### src/shared/osc_sel_pkg.sv
// constants and types for the primary oscillator mode and clock source selection
// assumes one 25 MHz logic clock and a mode strap that holds still while powered
// Functional notes
// - resistor-capacitor mode drives output pin at input/4
// - resistor-capacitor io mode frees output pin as port bit
// - driven clock mode drives output pin at input/4
// - driven clock io mode frees output pin as port bit
// - driven clock modes switch feedback amplifier off
// - driven clock modes skip any start-up wait
// - crystal modes also accept a driven input clock
// - multiplied mode multiplies fast crystal clock by four
// - multiplier enabled only in fast crystal multiplied mode
// - multiplier is one mode encoding, fixed after programming
// - lock timer holds execution until its time-out
// - three mode bits select one of eight sources
// - lock time-out is nominally two milliseconds
package osc_sel_pkg;

  localparam int MODE_W = 3;

  typedef enum logic [MODE_W-1:0] {
    LOW_POWER_CRYSTAL_MODE        = 3'h0,
    STANDARD_CRYSTAL_MODE         = 3'h1,
    FAST_CRYSTAL_MODE             = 3'h2,
    RESISTOR_CAPACITOR_MODE       = 3'h3,
    DRIVEN_CLOCK_MODE             = 3'h4,
    DRIVEN_CLOCK_IO_MODE          = 3'h5,
    FAST_CRYSTAL_MULTIPLIED_MODE  = 3'h6,
    RESISTOR_CAPACITOR_IO_MODE    = 3'h7
  } osc_mode_t;

  localparam osc_mode_t MODE_RESET = LOW_POWER_CRYSTAL_MODE;

  // ------------------------------------------------------------------
  // timing
  // ------------------------------------------------------------------
  localparam int CLK_PERIOD_NS   = 40;
  localparam int PLL_LOCK_NS     = 2_000_000;
  localparam int PLL_LOCK_CYCLES = (PLL_LOCK_NS + CLK_PERIOD_NS - 1) / CLK_PERIOD_NS;
  localparam int LOCK_W          = 16;
  localparam int START_EDGES     = 256;
  localparam int START_W         = 9;

  // ------------------------------------------------------------------
  // clock output and multiplier
  // ------------------------------------------------------------------
  localparam int DIV_RATIO  = 4;
  localparam int DIV_HALF   = DIV_RATIO / 2;
  localparam int DIV_W      = 2;
  localparam int MULT_W     = 3;
  localparam logic [MULT_W-1:0] PLL_MULT    = 3'h4;
  localparam logic [MULT_W-1:0] DIRECT_MULT = 3'h1;

  function automatic logic mode_is_crystal(osc_mode_t m);
    return (m == LOW_POWER_CRYSTAL_MODE) || (m == STANDARD_CRYSTAL_MODE) ||
           (m == FAST_CRYSTAL_MODE) || (m == FAST_CRYSTAL_MULTIPLIED_MODE);
  endfunction

  function automatic logic mode_is_driven(osc_mode_t m);
    return (m == DRIVEN_CLOCK_MODE) || (m == DRIVEN_CLOCK_IO_MODE);
  endfunction

  function automatic logic mode_is_gpio(osc_mode_t m);
    return (m == DRIVEN_CLOCK_IO_MODE) || (m == RESISTOR_CAPACITOR_IO_MODE);
  endfunction

  function automatic logic mode_is_clkout(osc_mode_t m);
    return (m == DRIVEN_CLOCK_MODE) || (m == RESISTOR_CAPACITOR_MODE);
  endfunction

endpackage

### src/shared/osc_edge_if.sv
// synchronised pin level and its rising-edge pulse
// assumes producer and consumer share clk_i
`timescale 1ns/100ps
`default_nettype none
interface osc_edge_if;
  logic level;
  logic rise;
  modport src (output level, output rise);
  modport dst (input level, input rise);
endinterface
`default_nettype wire

### src/hdl/pin_sync3.sv
// three-stage pin synchroniser with agreement filter and rise pulse
// assumes the pin is asynchronous to clk_i
`timescale 1ns/100ps
`default_nettype none
module pin_sync3 (
  input  wire logic   clk_i,
  input  wire logic   rst_n_i,
  input  wire logic   pin_i,
  osc_edge_if.src     edge_o
);
  logic s1_ff;
  logic s2_ff;
  logic s3_ff;
  logic level_ff;
  logic rise_ff;
  wire  agree_w = (s2_ff == s3_ff);

  // s1 feeds only s2; metastability stays out of the filter
  always_ff @(posedge clk_i) begin
    if (!rst_n_i) begin
      s1_ff    <= 1'b0;
      s2_ff    <= 1'b0;
      s3_ff    <= 1'b0;
      level_ff <= 1'b0;
      rise_ff  <= 1'b0;
    end else begin
      s1_ff    <= pin_i;
      s2_ff    <= s1_ff;
      s3_ff    <= s2_ff;
      level_ff <= agree_w ? s3_ff : level_ff;
      rise_ff  <= agree_w & s3_ff & ~level_ff;
    end
  end

  assign edge_o.level = level_ff;
  assign edge_o.rise  = rise_ff;
endmodule
`default_nettype wire

### src/hdl/clk_div4.sv
// divides a sampled clock by four, counting its rising edges
// assumes edge pulses are at most one per two clk_i cycles
`timescale 1ns/100ps
`default_nettype none
module clk_div4
  import osc_sel_pkg::*;
(
  input  wire logic   clk_i,
  input  wire logic   rst_n_i,
  input  wire logic   clr_i,
  osc_edge_if.dst     edge_i,
  output logic        div_o
);
  logic [DIV_W-1:0] cnt_ff;
  logic             div_ff;
  wire              wrap_w = (cnt_ff == DIV_W'(DIV_HALF - 1));

  always_ff @(posedge clk_i) begin
    if (!rst_n_i || clr_i) begin
      cnt_ff <= '0;
      div_ff <= 1'b0;
    end else if (edge_i.rise) begin
      cnt_ff <= wrap_w ? '0 : cnt_ff + 1'b1;
      div_ff <= wrap_w ? ~div_ff : div_ff;
    end
  end

  assign div_o = div_ff;
endmodule
`default_nettype wire

### src/hdl/osc_mode_select.sv
// primary clock source selection: mode strap decode, clock output pin,
// feedback amplifier and multiplier enables, start-up and lock holds
// assumes clk_i is a free-running 25 MHz reference and sleep_i is on clk_i
`timescale 1ns/100ps
`default_nettype none
module osc_mode_select
  import osc_sel_pkg::*;
#(
  parameter int unsigned LOCK_CYCLES = PLL_LOCK_CYCLES
) (
  input  wire logic              clk_i,
  input  wire logic              rst_n_i,
  input  wire logic [MODE_W-1:0] oscillator_mode_field_i,
  input  wire logic              clock_input_pin_i,
  input  wire logic              clock_output_pin_i,
  output logic                   clock_output_pin_o,
  output logic                   clock_output_pin_oe_o,
  input  wire logic              port_a_pin_six_out_i,
  input  wire logic              port_a_pin_six_oe_i,
  output logic                   port_a_pin_six_in_o,
  input  wire logic              sleep_i,
  output logic                   feedback_amp_en_o,
  output logic                   pll_enable_o,
  output logic [MULT_W-1:0]      pll_mult_o,
  output logic                   sys_clk_o,
  output logic                   run_ok_o
);

  // ------------------------------------------------------------------
  // state
  // ------------------------------------------------------------------
  typedef enum logic [4:0] {
    ST_LOAD  = 5'h01,
    ST_START = 5'h02,
    ST_LOCK  = 5'h04,
    ST_RUN   = 5'h08,
    ST_SLEEP = 5'h10
  } osc_state_t;

  osc_state_t           state_ff;
  osc_state_t           nxt_state;
  osc_mode_t            mode_ff;
  logic                 mode_valid_ff;
  logic [START_W-1:0]   start_cnt_ff;
  logic [START_W-1:0]   nxt_start_cnt;
  logic [LOCK_W-1:0]    lock_cnt_ff;
  logic [LOCK_W-1:0]    nxt_lock_cnt;
  logic                 clkout_o_ff;
  logic                 clkout_oe_ff;
  logic                 six_in_ff;
  logic                 amp_ff;
  logic                 pll_ff;
  logic [MULT_W-1:0]    mult_ff;
  logic                 sys_clk_ff;
  logic                 run_ff;
  logic                 div_w;

  osc_edge_if in_edge ();
  osc_edge_if out_edge ();

  // ------------------------------------------------------------------
  // pin synchronisers and divider
  // ------------------------------------------------------------------
  pin_sync3 u_sync_in (
    .clk_i   (clk_i),
    .rst_n_i (rst_n_i),
    .pin_i   (clock_input_pin_i),
    .edge_o  (in_edge)
  );

  pin_sync3 u_sync_out (
    .clk_i   (clk_i),
    .rst_n_i (rst_n_i),
    .pin_i   (clock_output_pin_i),
    .edge_o  (out_edge)
  );

  // ------------------------------------------------------------------
  // mode decode
  // ------------------------------------------------------------------
  wire crystal_w  = mode_valid_ff & mode_is_crystal(mode_ff);
  wire driven_w   = mode_valid_ff & mode_is_driven(mode_ff);
  wire gpio_w     = mode_valid_ff & mode_is_gpio(mode_ff);
  wire clkout_w   = mode_valid_ff & mode_is_clkout(mode_ff);
  wire pll_mode_w = mode_valid_ff & (mode_ff == FAST_CRYSTAL_MULTIPLIED_MODE);
  wire sleeping_w = (state_ff == ST_SLEEP);
  wire start_done_w = (start_cnt_ff == START_W'(START_EDGES - 1)) & in_edge.rise;
  wire lock_done_w  = (lock_cnt_ff == LOCK_W'(LOCK_CYCLES - 1));
  // crystal modes wait for oscillation; driven and RC modes go straight on
  wire osc_settled_w = ~crystal_w;
  wire div_clr_w  = ~clkout_w | sleeping_w;

  clk_div4 u_div (
    .clk_i   (clk_i),
    .rst_n_i (rst_n_i),
    .clr_i   (div_clr_w),
    .edge_i  (in_edge),
    .div_o   (div_w)
  );

  // ------------------------------------------------------------------
  // sequencing
  // ------------------------------------------------------------------
  always_comb begin
    nxt_state     = state_ff;
    nxt_start_cnt = start_cnt_ff;
    nxt_lock_cnt  = lock_cnt_ff;
    case (state_ff)
      ST_LOAD, ST_SLEEP: begin
        nxt_start_cnt = '0;
        nxt_lock_cnt  = '0;
        if (mode_valid_ff && !sleep_i) begin
          nxt_state = osc_settled_w ? ST_RUN : ST_START;
        end
      end
      ST_START: begin
        if (in_edge.rise) begin
          nxt_start_cnt = start_cnt_ff + 1'b1;
        end
        if (start_done_w) begin
          // start-up wait ends here, so the lock count starts from zero
          nxt_lock_cnt = '0;
          nxt_state    = pll_mode_w ? ST_LOCK : ST_RUN;
        end
      end
      ST_LOCK: begin
        nxt_lock_cnt = lock_cnt_ff + 1'b1;
        if (lock_done_w) begin
          nxt_state = ST_RUN;
        end
      end
      ST_RUN: begin
        if (sleep_i) begin
          nxt_state = ST_SLEEP;
        end
      end
      default: begin
        nxt_state = ST_LOAD;
      end
    endcase
  end

  always_ff @(posedge clk_i) begin
    if (!rst_n_i) begin
      state_ff     <= ST_LOAD;
      start_cnt_ff <= '0;
      lock_cnt_ff  <= '0;
    end else begin
      state_ff     <= nxt_state;
      start_cnt_ff <= nxt_start_cnt;
      lock_cnt_ff  <= nxt_lock_cnt;
    end
  end

  // strap caught once after reset release, then frozen
  always_ff @(posedge clk_i) begin
    if (!rst_n_i) begin
      mode_ff       <= MODE_RESET;
      mode_valid_ff <= 1'b0;
    end else if (!mode_valid_ff) begin
      mode_ff       <= osc_mode_t'(oscillator_mode_field_i);
      mode_valid_ff <= 1'b1;
    end
  end

  // ------------------------------------------------------------------
  // pin and enable outputs
  // ------------------------------------------------------------------
  // in io modes the pad belongs to port a; sleep parks the clock low
  wire pin_o_w  = gpio_w ? port_a_pin_six_out_i : (clkout_w & ~sleeping_w & div_w);
  wire pin_oe_w = gpio_w ? port_a_pin_six_oe_i : clkout_w;
  // amplifier only serves crystals; an overdriven crystal input still works
  wire amp_w    = crystal_w & ~sleeping_w;
  wire pll_w    = pll_mode_w & ~sleeping_w;

  always_ff @(posedge clk_i) begin
    if (!rst_n_i) begin
      clkout_o_ff  <= 1'b0;
      clkout_oe_ff <= 1'b0;
      six_in_ff    <= 1'b0;
      amp_ff       <= 1'b0;
      pll_ff       <= 1'b0;
      mult_ff      <= DIRECT_MULT;
      sys_clk_ff   <= 1'b0;
      run_ff       <= 1'b0;
    end else begin
      clkout_o_ff  <= pin_o_w;
      clkout_oe_ff <= pin_oe_w;
      six_in_ff    <= gpio_w & out_edge.level;
      amp_ff       <= amp_w;
      pll_ff       <= pll_w;
      mult_ff      <= pll_w ? PLL_MULT : DIRECT_MULT;
      sys_clk_ff   <= in_edge.level;
      run_ff       <= (state_ff == ST_RUN);
    end
  end

  assign clock_output_pin_o    = clkout_o_ff;
  assign clock_output_pin_oe_o = clkout_oe_ff;
  assign port_a_pin_six_in_o   = six_in_ff;
  assign feedback_amp_en_o     = amp_ff;
  assign pll_enable_o          = pll_ff;
  assign pll_mult_o            = mult_ff;
  assign sys_clk_o             = sys_clk_ff;
  assign run_ok_o              = run_ff;

  // own count of lock cycles, so the length check does not trust lock_cnt_ff
  logic [LOCK_W-1:0] lock_len_ff;

  always_ff @(posedge clk_i) begin
    if (!rst_n_i) begin
      lock_len_ff <= '0;
    end else if (state_ff == ST_LOCK) begin
      lock_len_ff <= lock_len_ff + 1'b1;
    end else begin
      lock_len_ff <= '0;
    end
  end
endmodule
`default_nettype wire

### config.mk
export PLATFORM = sky130hd
export DESIGN_NAME = osc_mode_select
export DESIGN_NICKNAME = d
export VERILOG_FILES = /design/src/shared/osc_sel_pkg.sv /design/src/shared/osc_edge_if.sv /design/src/hdl/pin_sync3.sv /design/src/hdl/clk_div4.sv /design/src/hdl/osc_mode_select.sv
export SDC_FILE = /design/constraint.sdc
export NUM_CORES = 1
export LEC_CHECK = 0
export BUFFER_PORTS_ARGS = -buffer_cell sky130_fd_sc_hd__buf_2
export CAP_MARGIN = 10
export CORE_MARGIN = 3
export CORE_UTILIZATION = 40
export DETAILED_ROUTE_END_ITERATION = 16
export PLACE_DENSITY = 0.58
export SYNTH_ARGS = -nofsm -noshare
export SYNTH_HDL_FRONTEND = slang
export SYNTH_HIERARCHICAL = 1
export SYNTH_SLANG_ARGS = --single-unit
### constraint.sdc
create_clock -name clk_i -period 3 [get_ports clk_i]
set_clock_uncertainty 0.15 [all_clocks]
set_input_delay 0.6 -clock clk_i [delete_from_list [all_inputs] [get_ports clk_i]]
set_output_delay 0.6 -clock clk_i [all_outputs]
set_load 0.05 [all_outputs]
## Word-level counts from Yosys, hierarchy flattened

Index checks and enable logic that the tools add are counted.
Widths: inputs -> output; s select.

- Bits in registers: 56
- Input bits: 10
- Output and inout port bits: 10
- Word-level logic and storage cells: 99

- Add/subtract/negate cells: 3
- Equal/unequal tests: 22
- Mux-type cells: 16
- Bitwise operators: 17
- Reduce and logical (&&, ||, !) cells: 17

Operators by type and width:

| operator | number |
|---|---|
| $pmux 16 s3 | 1 |
| $mux 5 | 4 |
| $pmux 5 s4 | 1 |
| $pmux 9 s2 | 1 |
| $add 16x1->16 const B | 1 |
| $eq 16x16->1 const B | 1 |
| $mux 16 | 1 |
| $and 1x1->1 | 12 |
| $eq 3x3->1 const B | 4 |
| $add 9x1->9 const B | 1 |
| $eq 9x8->1 const B | 1 |
| $mux 9 | 1 |
| $mux 4 | 2 |
| $ne 2x2->1 const B | 4 |
| $eq 3x2->1 const B | 2 |
| $logic_or 1x1->1 | 6 |
| $reduce_and 2->1 | 3 |
| $eq 5x1->1 const B | 1 |
| $eq 5x2->1 const B | 1 |
| $eq 5x3->1 const B | 1 |
| $eq 5x4->1 const B | 1 |
| $eq 5x5->1 const B | 1 |
| $not 1->1 | 4 |
| $reduce_and 4->1 | 1 |
| other kinds (15) | 19 |

## Depth between registers and ports, before layout

Gate-level depths: netlist (run 1).

- Depth after elaboration: 8
- Depth in mapped cells: 10
- Gate-level depth less buffers: 9

## Modules after synthesis

Netlist (run 1), hierarchy kept.

By module, submodules not included:

| module | times used | cells each | area each (um^2) | seq. area each (um^2) |
|---|---|---|---|---|
| osc_mode_select | 1 | 248 | 2148.3 | 840.8 |
| pin_sync3 | 2 | 13 | 155.1 | 100.1 |
| clk_div4 | 1 | 11 | 122.6 | 60.1 |

## Worst setup path after synthesis (run 1)

Ideal clock, no wire load.

- Path kind: register to register
- Start: reg start_cnt_ff[2]
- End: reg lock_cnt_ff[12]
- Setup time: 0.123 ns
- Data arrival time: 2.091 ns
- Required time: 2.727 ns
- Setup slack: 0.636 ns
- Stages on the path, launching flop included: 11
- Buffers on the path: 1
- Period minus slack after synthesis: 2.364 ns
- Cells stage by stage: dfxtp_1 and3_1 and3_1 and3_1 ha_1 a211oi_1 and2_1 buf_4 a211o_4 nor2_2 mux2_1

- Cells in the longest elaborated chain, start to end: 4

Ends and longest elaborated chain:

| element | RTL line | source |
|---|---|---|
| start: declaration | osc_mode_select.sv:44 | `logic [START_W-1:0] start_cnt_ff;` |
| start signal: assignment | osc_mode_select.sv:150 | `start_cnt_ff <= nxt_start_cnt;` |
| $eq 9x8->1 | osc_mode_select.sv:87 | `wire start_done_w = (start_cnt_ff == START_W'(START_EDGES - 1)) & in_edge.rise;` |
| $and 1x1->1 | osc_mode_select.sv:87 |  |
| $ne 2x2->1 (no source line) | -- |  |
| $reduce_and 2->1 (no source line) | -- |  |
| end signal: assignment | osc_mode_select.sv:151 | `lock_cnt_ff <= nxt_lock_cnt;` |
| end: declaration | osc_mode_select.sv:46 | `logic [LOCK_W-1:0] lock_cnt_ff;` |

Every way passes these cells.
A chain may end at the register's enable or synchronous reset.

## Worst setup path in the final report (run 1)

- Start: reg start_cnt_ff[4]
- End: reg lock_cnt_ff[15]

Same word-level chain as after synthesis.

==> summary.txt, run 1 <==
STA
  – Final setup viols: 0
  – Worst rel slew slack: 63.0%
  – Setup WS post-layout: 0.508 ns
  – Final Hold Viols: 0
  – Hold Slack: 0.291 ns
  – Worst Tran Pin Value: 0.551 ns
  – Fmax: 401 MHz
  – Post-route clock period utilization: 83.1%
  – Unrepaired setup endpoints after global routing: no
  – Fin crit period: 2.49 ns
  – Sum Neg Setup Slack: 0 ns
  – Final Max Slew Viols: 0

Clocking
  – Post-CTS sizing: 0
  – Cts bufs inserted: 5
  – CTS Root Cell: clkbuf_8
  – Clk buf depth: 2
  – Hold buffer count at CTS: 0
  – CTS H-tree lvls: 2
  – TritonCTS clock tree: yes
  – Postcts setup bufs: 0
  – CTS sink count: 54
  – Worst-Skew Late Latency: 0.31 ns
  – Worst-path clk slew: 0.10 ns

Floorplan
  – Die Wd: 85.9 um
  – Die ar.: 7380 um^2
  – Core Area: 6060 um^2
  – Starting density of the core: 42.1%
  – Row count: 28
  – Die span in y: 85.9 um
  – I/O Pins: 20

Place
  – Placer Congestion: 0.828
  – DPL Wire Length: 3700 um
  – IO buf count: 18
  – Pre-CTS setup slack: 0.519 ns

Setup path
  – RR Startpoint: start_cnt_ff[4]
  – Path depth of the worst reg2reg path: 10
  – Worst Setup SP: start_cnt_ff[4]
  – Critical Path RT: 3.08 ns
  – CP Class: flop to flop
  – Flop-to-flop setup slack: 0.51 ns
  – Worst-path maximum fanout: 6
  – Crit path arrival time: 2.57 ns
  – Crit path max-delay cell type: dfxtp_1
  – CP peak stage delay: 0.33 ns
  – Worst reg2reg endpoint: lock_cnt_ff[15]
  – Crit path launch type: flop
  – Nature of the critical path endpoint: flop
  – Crit-path cells: and3_1, and3_1, and3_1, ha_1, a211oi_1, and2_1, buf_4, a211oi_2, a31o_2, a21oi_1
  – Cell mode on critical path: and3_1

Cells and area
  – # fillers: 616
  – FF/Latch Area: 1080 um^2
  – Layout cell share with drive strength beyond 1: 14.0%
  – Multi-input logic area: 1380 um^2
  – Nets: 313
  – Ant. Diodes: 0
  – Layout area overhead: 10.3%

GRT
  – Largest net degree at the start of global routing: 31
  – First-pass GRT wire length: 9190 um
  – Gr ovfl total: 0
  – Vias in the first global route: 1932
  – Total GRT Usage: 15.2%
  – Antenna violations before repair: 0

Run status
  – Status: complete, no violations

Route
  – Final WL: 5260 um
  – Vias after detailed routing: 2040
  – Post-route ant nets: 0
  – Vias per std cell: 5.45
  – Drt pass-1 iters: 4
  – DRC: 0
  – DRT iter0 DRCs: 96
  – WL/cell: 14.1 um

Synth
  – Mapped Cells: 282
  – Synth warn: 6
  – Syn Nets: 297
  – Cell Area, Synth: 2550 um^2
  – Avg Cell Area, Syn: 9.06 um^2

Worst hold path
  – Hold Startpoint: u_sync_in/edge_o.level
  – Hold path cells: 1
  – Worst hold path class: flop to flop
  – Min-Delay Endpoint: u_sync_in/edge_o.rise

Flow run
  – Max-cap violations: 0

Power
  – Static Leakage: 1.06 nW
  – Maximum VDD drop: 0.271 mV
  – PwrDens: 595 nW/um^2
-- area by class of cell --
type,count,share of cell area (%)
Inverter,8,1.07
Sequential cell,54,38.4
Timing Repair Buffer,21,4.00
Tap cell,75,3.33
Clock buffer,5,2.44
Clock inverter,3,1.69
Multi-Input combinational cell,208,49.1
-- sequential cells by signal, indices dropped and copies added, names as in the netlist, 2 cells and up --
register      flops
start_cnt_ff      9
u_div/cnt_ff      2
pll_mult_o        2
lock_cnt_ff      16
state_ff          5
mode_ff           3
-- report_power, final --
group	total, mW	internal [mW]	switching [mW]
combinational	0.392	0.147	0.244
clock	0.501	0.253	0.248
sequential	0.784	0.739	0.0449
total	1.68	1.14	0.537
-- layer usage --
layer	GRT usage (%)	up-vias	share of wire (%)
li1	-	1027	-
met1	21.7	966	51
met2	23.3	42	45
met3	3.07	5	3.7
met4	4.32	0	0.87
met5	0	-	0
-- worst max-delay path: cells and delay by family, from the launching register on --
| family | cells | cell delay, ns |
|---|---|---|
| AO/OA/AOI/OAI | 4 | 0.69 |
| adder cells (fa/ha/maj) | 1 | 0.19 |
| buffers and inverters | 1 | 0.20 |
| flip-flops | 1 | 0.33 |
| AND/OR/NAND/NOR | 4 | 0.85 |
-- metrics by stage --
step | instance area [um^2] | cells | total power [mW] | util (%)
3_3_place_gp | 2700 | 366 | 1.19 | 44.6
2_1_floorplan | 2550 | 282 | 1.10 | -
6_report | 2820 | 374 | 1.68 | 46.5
5_1_grt | 2820 | 374 | 1.77 | 46.5
4_1_cts | 2820 | 374 | 1.69 | 46.5
3_5_place_dp | 2700 | 366 | 1.19 | 44.6
-- worst max-delay path by stage --
| stage | endpoint | slack (ns) |
|---|---|---|
| 2_1_floorplan | lock_cnt_ff[12] | 0.64 |
| 3_3_place_gp | lock_cnt_ff[15] | 0.61 |
| 3_5_place_dp | lock_cnt_ff[15] | 0.52 |
| 4_1_cts | lock_cnt_ff[15] | 0.49 |
| 5_1_grt | lock_cnt_ff[15] | 0.32 |
| 6_report | lock_cnt_ff[15] | 0.51 |
-- placed cells by master, fill, tap and decap left out, drive strengths merged, types with 3 or more instances in the layout --
cell / count
o21a: 4
nor3: 5
o21ai: 5
inv: 9
xor2: 8
ha: 5
mux2i: 7
clkbuf: 5
nand3b: 6
and3: 4
a211oi: 4
a211o: 3
nor2: 30
a21oi: 11
nand3: 7
xnor2: 7
nand4: 10
a21boi: 3
buf: 21
dfxtp: 54
nor2b: 10
a2111oi: 4
nand2: 24
or3: 3
and2: 13
nand4b: 3
Note: power is estimated with default switching activity, not from simulation.
==> run 2, diff against run 1 <==
==> constraint.sdc (replaced) <==
create_clock -name clk_i -period 2.6 [get_ports clk_i]
set_clock_uncertainty 0.15 [all_clocks]
set_input_delay 0.52 -clock clk_i [delete_from_list [all_inputs] [get_ports clk_i]]
set_output_delay 0.52 -clock clk_i [all_outputs]
set_load 0.05 [all_outputs]
==> summary.txt, run 2 (synthesized netlist as in run 1, its figures left out) <==
Setup path
  – Flop-to-flop setup slack: 0.20 ns (-0.30 ns)
  – Worst Setup SP: start_cnt_ff[2]
  – End point of the critical path: lock_cnt_ff[4]
  – Worst-path maximum fanout: 8 (+2)
  – Nature of the critical path endpoint: flop
  – Worst reg2reg endpoint: lock_cnt_ff[4]
  – CP Class: flop to flop
  – Critical Path RT: 2.64 ns (-0.44 ns)
  – RR Startpoint: start_cnt_ff[2]
  – Crit path arrival time: 2.44 ns (-0.13 ns)
  – Crit path launch type: flop
  – Path depth of the worst reg2reg path: 10 (unchanged)

Clocking
  – TritonCTS clock tree: yes
  – CTS Root Cell: clkbuf_8
  – Hold buffer count at CTS: 0 (unchanged)
  – Cts bufs inserted: 5 (unchanged)
  – Worst-Skew Late Latency: 0.31 ns (about the same)
  – CTS H-tree lvls: 2 (unchanged)
  – CTS sink count: 54 (unchanged)
  – Clk buf depth: 2 (unchanged)
  – Worst-path clk slew: 0.10 ns (about the same)

Cells and area
  – Ant. Diodes: 0 (unchanged)
  – Finished Core Util: 46.7% (+0.25 points)
  – # fillers: 620 (+0.65%)
  – Layout Cells excl Fill: 378 (+1.1%)
  – Max reg flops: 16 (unchanged)
  – Most frequent cells in the layout: 54 x dfxtp_1, 29 x nor2_1, 23 x nand2_1
  – Most flops, register: lock_cnt_ff
  – Nets: 317 (+1.3%)
  – Commonest non-fill, non-tap cell in the layout: dfxtp_1
  – Layout cell share with drive strength beyond 1: 15.8% (+1.8 points)
  – Largest regs: lock_cnt_ff: 16 flops, start_cnt_ff: 9 flops, state_ff: 5 flops
  – Layout area overhead: 10.9%

Route
  – DRC: 0 (unchanged)
  – Final WL: 5180 um (-1.6%)
  – WL/cell: 13.7 um (-2.6%)
  – DRT iter0 DRCs: 155 (+61%)
  – Drt pass-1 iters: 4 (unchanged)
  – Vias after detailed routing: 2037 (-0.15%)
  – Post-route ant nets: 0 (unchanged)
  – Vias per std cell: 5.39 (-1.2%)

Run status
  – Status: complete, no violations

Power
  – Maximum VDD drop: 0.466 mV (+72%)
  – Static Leakage: 1.07 nW (+0.98%)
  – PwrDens: 654 nW/um^2 (+9.8%)

GRT
  – Gr ovfl total: 0 (unchanged)
  – Total GRT Usage: 15.0% (-0.27 points)
  – Vias in the first global route: 1834 (-5.1%)
  – Antenna violations before repair: 0 (unchanged)
  – Largest net degree at the start of global routing: 30 (-3.2%)
  – First-pass GRT wire length: 8890 um (-3.3%)

Flow run
  – Max-cap violations: 0 (unchanged)

Floorplan
  – Starting density of the core: 42.1% (unchanged)
  – Core Area: 6060 um^2 (unchanged)
  – Row count: 28 (unchanged)
  – Die ar.: 7380 um^2 (unchanged)
  – I/O Pins: 20 (unchanged)
  – Die Wd: 85.9 um (unchanged)
  – Die span in y: 85.9 um (unchanged)

STA
  – Fmax: 417 MHz (+4.0%)
  – Final Max Slew Viols: 0 (unchanged)
  – Unrepaired setup endpoints after global routing: no
  – Worst Tran Pin Value: 0.653 ns (+0.101 ns)
  – Final setup viols: 0 (unchanged)
  – Fin crit period: 2.40 ns (-0.0969 ns)
  – Final Hold Viols: 0 (unchanged)
  – Post-route clock period utilization: 92.1% (+9.1 points)
  – Worst rel slew slack: 56.3% (-6.6 points)
  – Sum Neg Setup Slack: 0 ns (unchanged)

Place
  – IO buf count: 18 (unchanged)
  – Placer Congestion: 0.823 (-0.63%)
  – DPL Wire Length: 3770 um (+1.8%)
  – Dpl cells: 370 (+1.1%)

Worst hold path
  – Hold Startpoint: clock_input_pin_i
  – Worst hold path class: primary input to flop
## run 2: what timing repair did
item / 4_1_cts / 5_1_grt
endpoints found under the setup margin: 0 / 2
gates resized for setup: 0 / 2
buffers inserted: 0 / 0
## run 2: worst min-delay path by stage
stage          cells after the start               endpoint
6_report                           2        u_sync_in/s1_ff
5_1_grt                            2        u_sync_in/s1_ff
4_1_cts                            2        u_sync_in/s1_ff
3_5_place_dp                       1        u_sync_in/s2_ff
3_3_place_gp                       1       u_sync_out/s2_ff
2_1_floorplan                      1  u_sync_in/edge_o.rise
## run 2: per-layer routing
layer | share of wire, % | wire (um) | GRT usage [%]
met1 | 51 | 2660 | 22.4
met2 | 42 | 2180 | 21.2
met3 | 5.4 | 282 | 3.27
met4 | 1.2 | 60 | 4.75
met5 | 0 | 0 | 0
## run 2: critical path: stages, from the launching register on
cell and delay (ns):
dfxtp_1 0.38, and3_1 0.21, and3_1 0.18, and3_1 0.16
ha_1 0.18, a211oi_2 0.09, and2_4 0.19, buf_4 0.17
a2111o_1 0.39, xor2_1 0.14, nor2_1 0.05
## run 2: final cells by class
| class | count | area, um^2 | share of cell area (%) |
|---|---|---|---|
| multi-input cells | 208 | 1390 | 49.1 |
| clock buffers | 5 | 68.8 | 2.43 |
| inverters | 8 | 30.0 | 1.06 |
| clock inverters | 3 | 25.0 | 0.883 |
| flip-flops and latches | 54 | 1080 | 38.2 |
| repair buffers | 25 | 143 | 5.04 |
| well taps | 75 | 93.8 | 3.31 |
## run 2: stage by stage
step                setup slack (ns)  power [mW]  instance area, um^2  hold slack, ns
finish                         0.205        1.85                 2830           0.249
global route                  0.0116        1.96                 2830           0.233
CTS                            0.154        1.86                 2830           0.241
detailed placement             0.191        1.37                 2730           0.274
global placement               0.241        1.37                 2730           0.263
floorplan                      0.236        1.27                 2550           0.253
## run 2: report_power, final
| part | internal, mW | total [mW] | leakage [nW] | switching (mW) |
|---|---|---|---|---|
| Combinational | 0.173 | 0.463 | 0.589 | 0.290 |
| Sequential | 0.853 | 0.899 | 0.438 | 0.0467 |
| Clock | 0.195 | 0.489 | 0.0447 | 0.294 |
==> run 3, diff against run 2 <==
--- a/config.mk
+++ b/config.mk
@@ -10,7 +10,6 @@
 export CORE_MARGIN = 3
 export CORE_UTILIZATION = 40
 export DETAILED_ROUTE_END_ITERATION = 16
-export PLACE_DENSITY = 0.58
 export SYNTH_ARGS = -nofsm -noshare
 export SYNTH_HDL_FRONTEND = slang
 export SYNTH_HIERARCHICAL = 1
==> constraint.sdc (replaced) <==
create_clock -name clk_i -period 2.5 [get_ports clk_i]
set_clock_uncertainty 0.15 [all_clocks]
set_input_delay 0.5 -clock clk_i [delete_from_list [all_inputs] [get_ports clk_i]]
set_output_delay 0.5 -clock clk_i [all_outputs]
set_load 0.05 [all_outputs]
==> summary.txt, run 3 (synthesized netlist as in run 1, its figures left out) <==
Place
  – Placer Congestion: 0.848 (+3.1%)
  – DPL Wire Length: 3600 um (-4.5%)
  – IO buf count: 18 (unchanged)
  – Dpl cells: 373 (+0.81%)

Power
  – Sw power: 655 uW (+4.0%)
  – Maximum VDD drop: 0.375 mV (-19%)
  – PwrDens: 704 nW/um^2 (+7.7%)
  – Comb pwr share: 25.2% (+0.2 points)
  – Internal: 1.39 mW (+13%)
  – Reg power frac: 45.3% (-3.3 points)
  – Static Leakage: 1.10 nW (+2.8%)
  – Switch share: 32.1% (-1.9 points)
  – Clock power share: 29.5% (+3.1 points)

Setup path
  – Critical Path RT: 2.55 ns (-0.09 ns)
  – RR Startpoint: start_cnt_ff[4]
  – Crit path max-delay cell type: dfxtp_1
  – Worst reg2reg endpoint: lock_cnt_ff[12]
  – Nature of the critical path endpoint: flop
  – Crit path launch type: flop
  – Crit-path cells: and3_1, and3_1, and3_1, ha_1, a211oi_2, and2_4, a211o_4, nor2_2, mux2_1
  – Path depth of the worst reg2reg path: 9 (-1)
  – CP Class: flop to flop
  – Cell mode on critical path: and3_1
  – Flop-to-flop setup slack: 0.14 ns (-0.07 ns)
  – Crit path arrival time: 2.41 ns (-0.03 ns)
  – CP peak stage delay: 0.35 ns (-0.04 ns)
  – Worst-path maximum fanout: 7 (-1)

GRT
  – Gr ovfl total: 0 (unchanged)
  – First-pass GRT wire length: 8800 um (-0.93%)
  – Total GRT Usage: 14.6% (-0.34 points)
  – Largest net degree at the start of global routing: 41 (+37%)
  – Vias in the first global route: 1864 (+1.6%)
  – Antenna violations before repair: 0 (unchanged)

Floorplan
  – Core Area: 6060 um^2 (unchanged)
  – Die ar.: 7380 um^2 (unchanged)
  – Die span in y: 85.9 um (unchanged)
  – I/O Pins: 20 (unchanged)
  – Row count: 28 (unchanged)
  – Die Wd: 85.9 um (unchanged)
  – Starting density of the core: 42.1% (unchanged)

Clocking
  – CTS Root Cell: clkbuf_8
  – Worst-Skew Late Latency: 0.31 ns (about the same)
  – TritonCTS clock tree: yes
  – Hold buffer count at CTS: 0 (unchanged)
  – CTS H-tree lvls: 2 (unchanged)
  – Postcts setup bufs: 0 (unchanged)
  – CTS sink count: 54 (unchanged)
  – Worst-path clk slew: 0.10 ns (about the same)
  – Clk buf depth: 2 (unchanged)
  – Cts bufs inserted: 5 (unchanged)
  – Post-CTS sizing: 0 (unchanged)

STA
  – Post-route clock period utilization: 94.5% (+2.3 points)
  – Final Max Slew Viols: 0 (unchanged)
  – Final Hold Viols: 0 (unchanged)
  – Worst rel slew slack: 63.0% (+6.6 points)
  – Fin crit period: 2.36 ns (-0.0336 ns)
  – Unrepaired setup endpoints after global routing: no
  – Final setup viols: 0 (unchanged)
  – Sum Neg Setup Slack: 0 ns (unchanged)
  – Fmax: 423 MHz (+1.4%)
  – Worst Tran Pin Value: 0.553 ns (-0.0997 ns)

Route
  – Post-route ant nets: 0 (unchanged)
  – WL/cell: 13.3 um (-3.0%)
  – Met1 WL: 2630 um (-0.83%)
  – Vias per std cell: 5.34 (-0.93%)
  – Drt pass-1 iters: 4 (unchanged)
  – DRT iter0 DRCs: 133 (-14%)
  – Top Layer Used: met4
  – DRC: 0 (unchanged)
  – WL met3: 252 um (-11%)
  – Final WL: 5070 um (-2.2%)
  – Vias after detailed routing: 2034 (-0.15%)
  – DR WL met2: 2100 um (-3.5%)

Flow run
  – Max-cap violations: 0 (unchanged)

Cells and area
  – Max reg flops: 16 (unchanged)
  – FF/Latch Area: 1080 um^2 (+0.12%)
  – Most frequent cells in the layout: 53 x dfxtp_1, 29 x nor2_1, 23 x nand2_1
  – Multi-input logic area: 1400 um^2 (+0.54%)
  – Layout Cells excl Fill: 381 (+0.79%)
  – Most flops, register: lock_cnt_ff
  – Commonest non-fill, non-tap cell in the layout: dfxtp_1
  – Nets: 320 (+0.95%)
  – Layout area overhead: 13.5%
  – Layout cell share with drive strength beyond 1: 17.0% (+1.2 points)
  – # fillers: 594 (-4.2%)
  – Ant. Diodes: 0 (unchanged)
  – Largest regs: lock_cnt_ff: 16 flops, start_cnt_ff: 9 flops, state_ff: 5 flops

Worst hold path
  – Hold Startpoint: clock_input_pin_i
  – Hold path cells: 2 (unchanged)
  – Worst hold path class: primary input to flop
  – Min-Delay Endpoint: u_sync_in/s1_ff

Run status
  – Status: complete, no violations
[run 3: changes by cell type in the layout (fill, tap and decap cells not counted)]
cell	previous run	this run
a211oi_2	2	1
a211oi_4	0	1
buf_12	0	1
buf_4	7	9
bufinv_16	0	1
clkinvlp_4	1	0
dfxtp_1	54	53
dfxtp_2	0	1
[run 3: final cells by class]
cell class | instances | share of cell area, %
flip-flops and latches | 54 | 37.3
inverters | 8 | 1.04
clock buffers | 5 | 2.37
multi-input cells | 208 | 48.3
well taps | 75 | 3.24
clock inverters | 3 | 1.64
repair buffers | 28 | 6.13
[run 3: how the worst max path moves through the flow]
| stage | startpoint | to | slack, ns | cells after the start |
|---|---|---|---|---|
| floorplan | start_cnt_ff[2] | lock_cnt_ff[12] | 0.14 | 10 |
| global placement | start_cnt_ff[3] | lock_cnt_ff[12] | 0.13 | 9 |
| detailed placement | start_cnt_ff[3] | lock_cnt_ff[12] | 0.11 | 9 |
| CTS | start_cnt_ff[3] | lock_cnt_ff[12] | 0.08 | 9 |
| global route | start_cnt_ff[3] | lock_cnt_ff[12] | 0.02 | 9 |
| finish | start_cnt_ff[4] | lock_cnt_ff[12] | 0.14 | 9 |
[run 3: power by group through the flow]
stage	clock network (mW)	logic, mW	registers (mW)
after global routing	0.658	0.572	0.929
after floorplan	0	0.392	0.929
final	0.603	0.514	0.924
after global placement	0	0.505	0.944
after CTS	0.625	0.507	0.924
after detailed placement	0	0.502	0.944
[run 3: through the flow]
stage          util (%)  power [mW]  cell area [um^2]  hold slack [ns]  worst slack, ns
6_report           47.8        2.04              2900            0.232            0.138
5_1_grt            47.8        2.16              2900            0.215           0.0200
4_1_cts            47.6        2.06              2880            0.221           0.0789
3_5_place_dp       45.6        1.45              2770            0.273            0.106
3_3_place_gp       45.6        1.45              2770            0.265            0.133
2_1_floorplan         -        1.32              2550            0.253            0.136
[run 3: critical path: cells and delay by family, from the launching register on]
family | cells | cell delay (ns)
AOI/OAI and AO/OA | 2 | 0.39
adders and majority gates | 1 | 0.20
DFF | 1 | 0.35
muxes | 1 | 0.31
and+or+nand+nor | 5 | 0.85
[run 3: per-layer routing]
layer	vias up	track usage [%]
met5	-	0
met4	0	4.75
met3	7	2.59
met2	45	22.0
met1	942	21.1
li1	1040	-
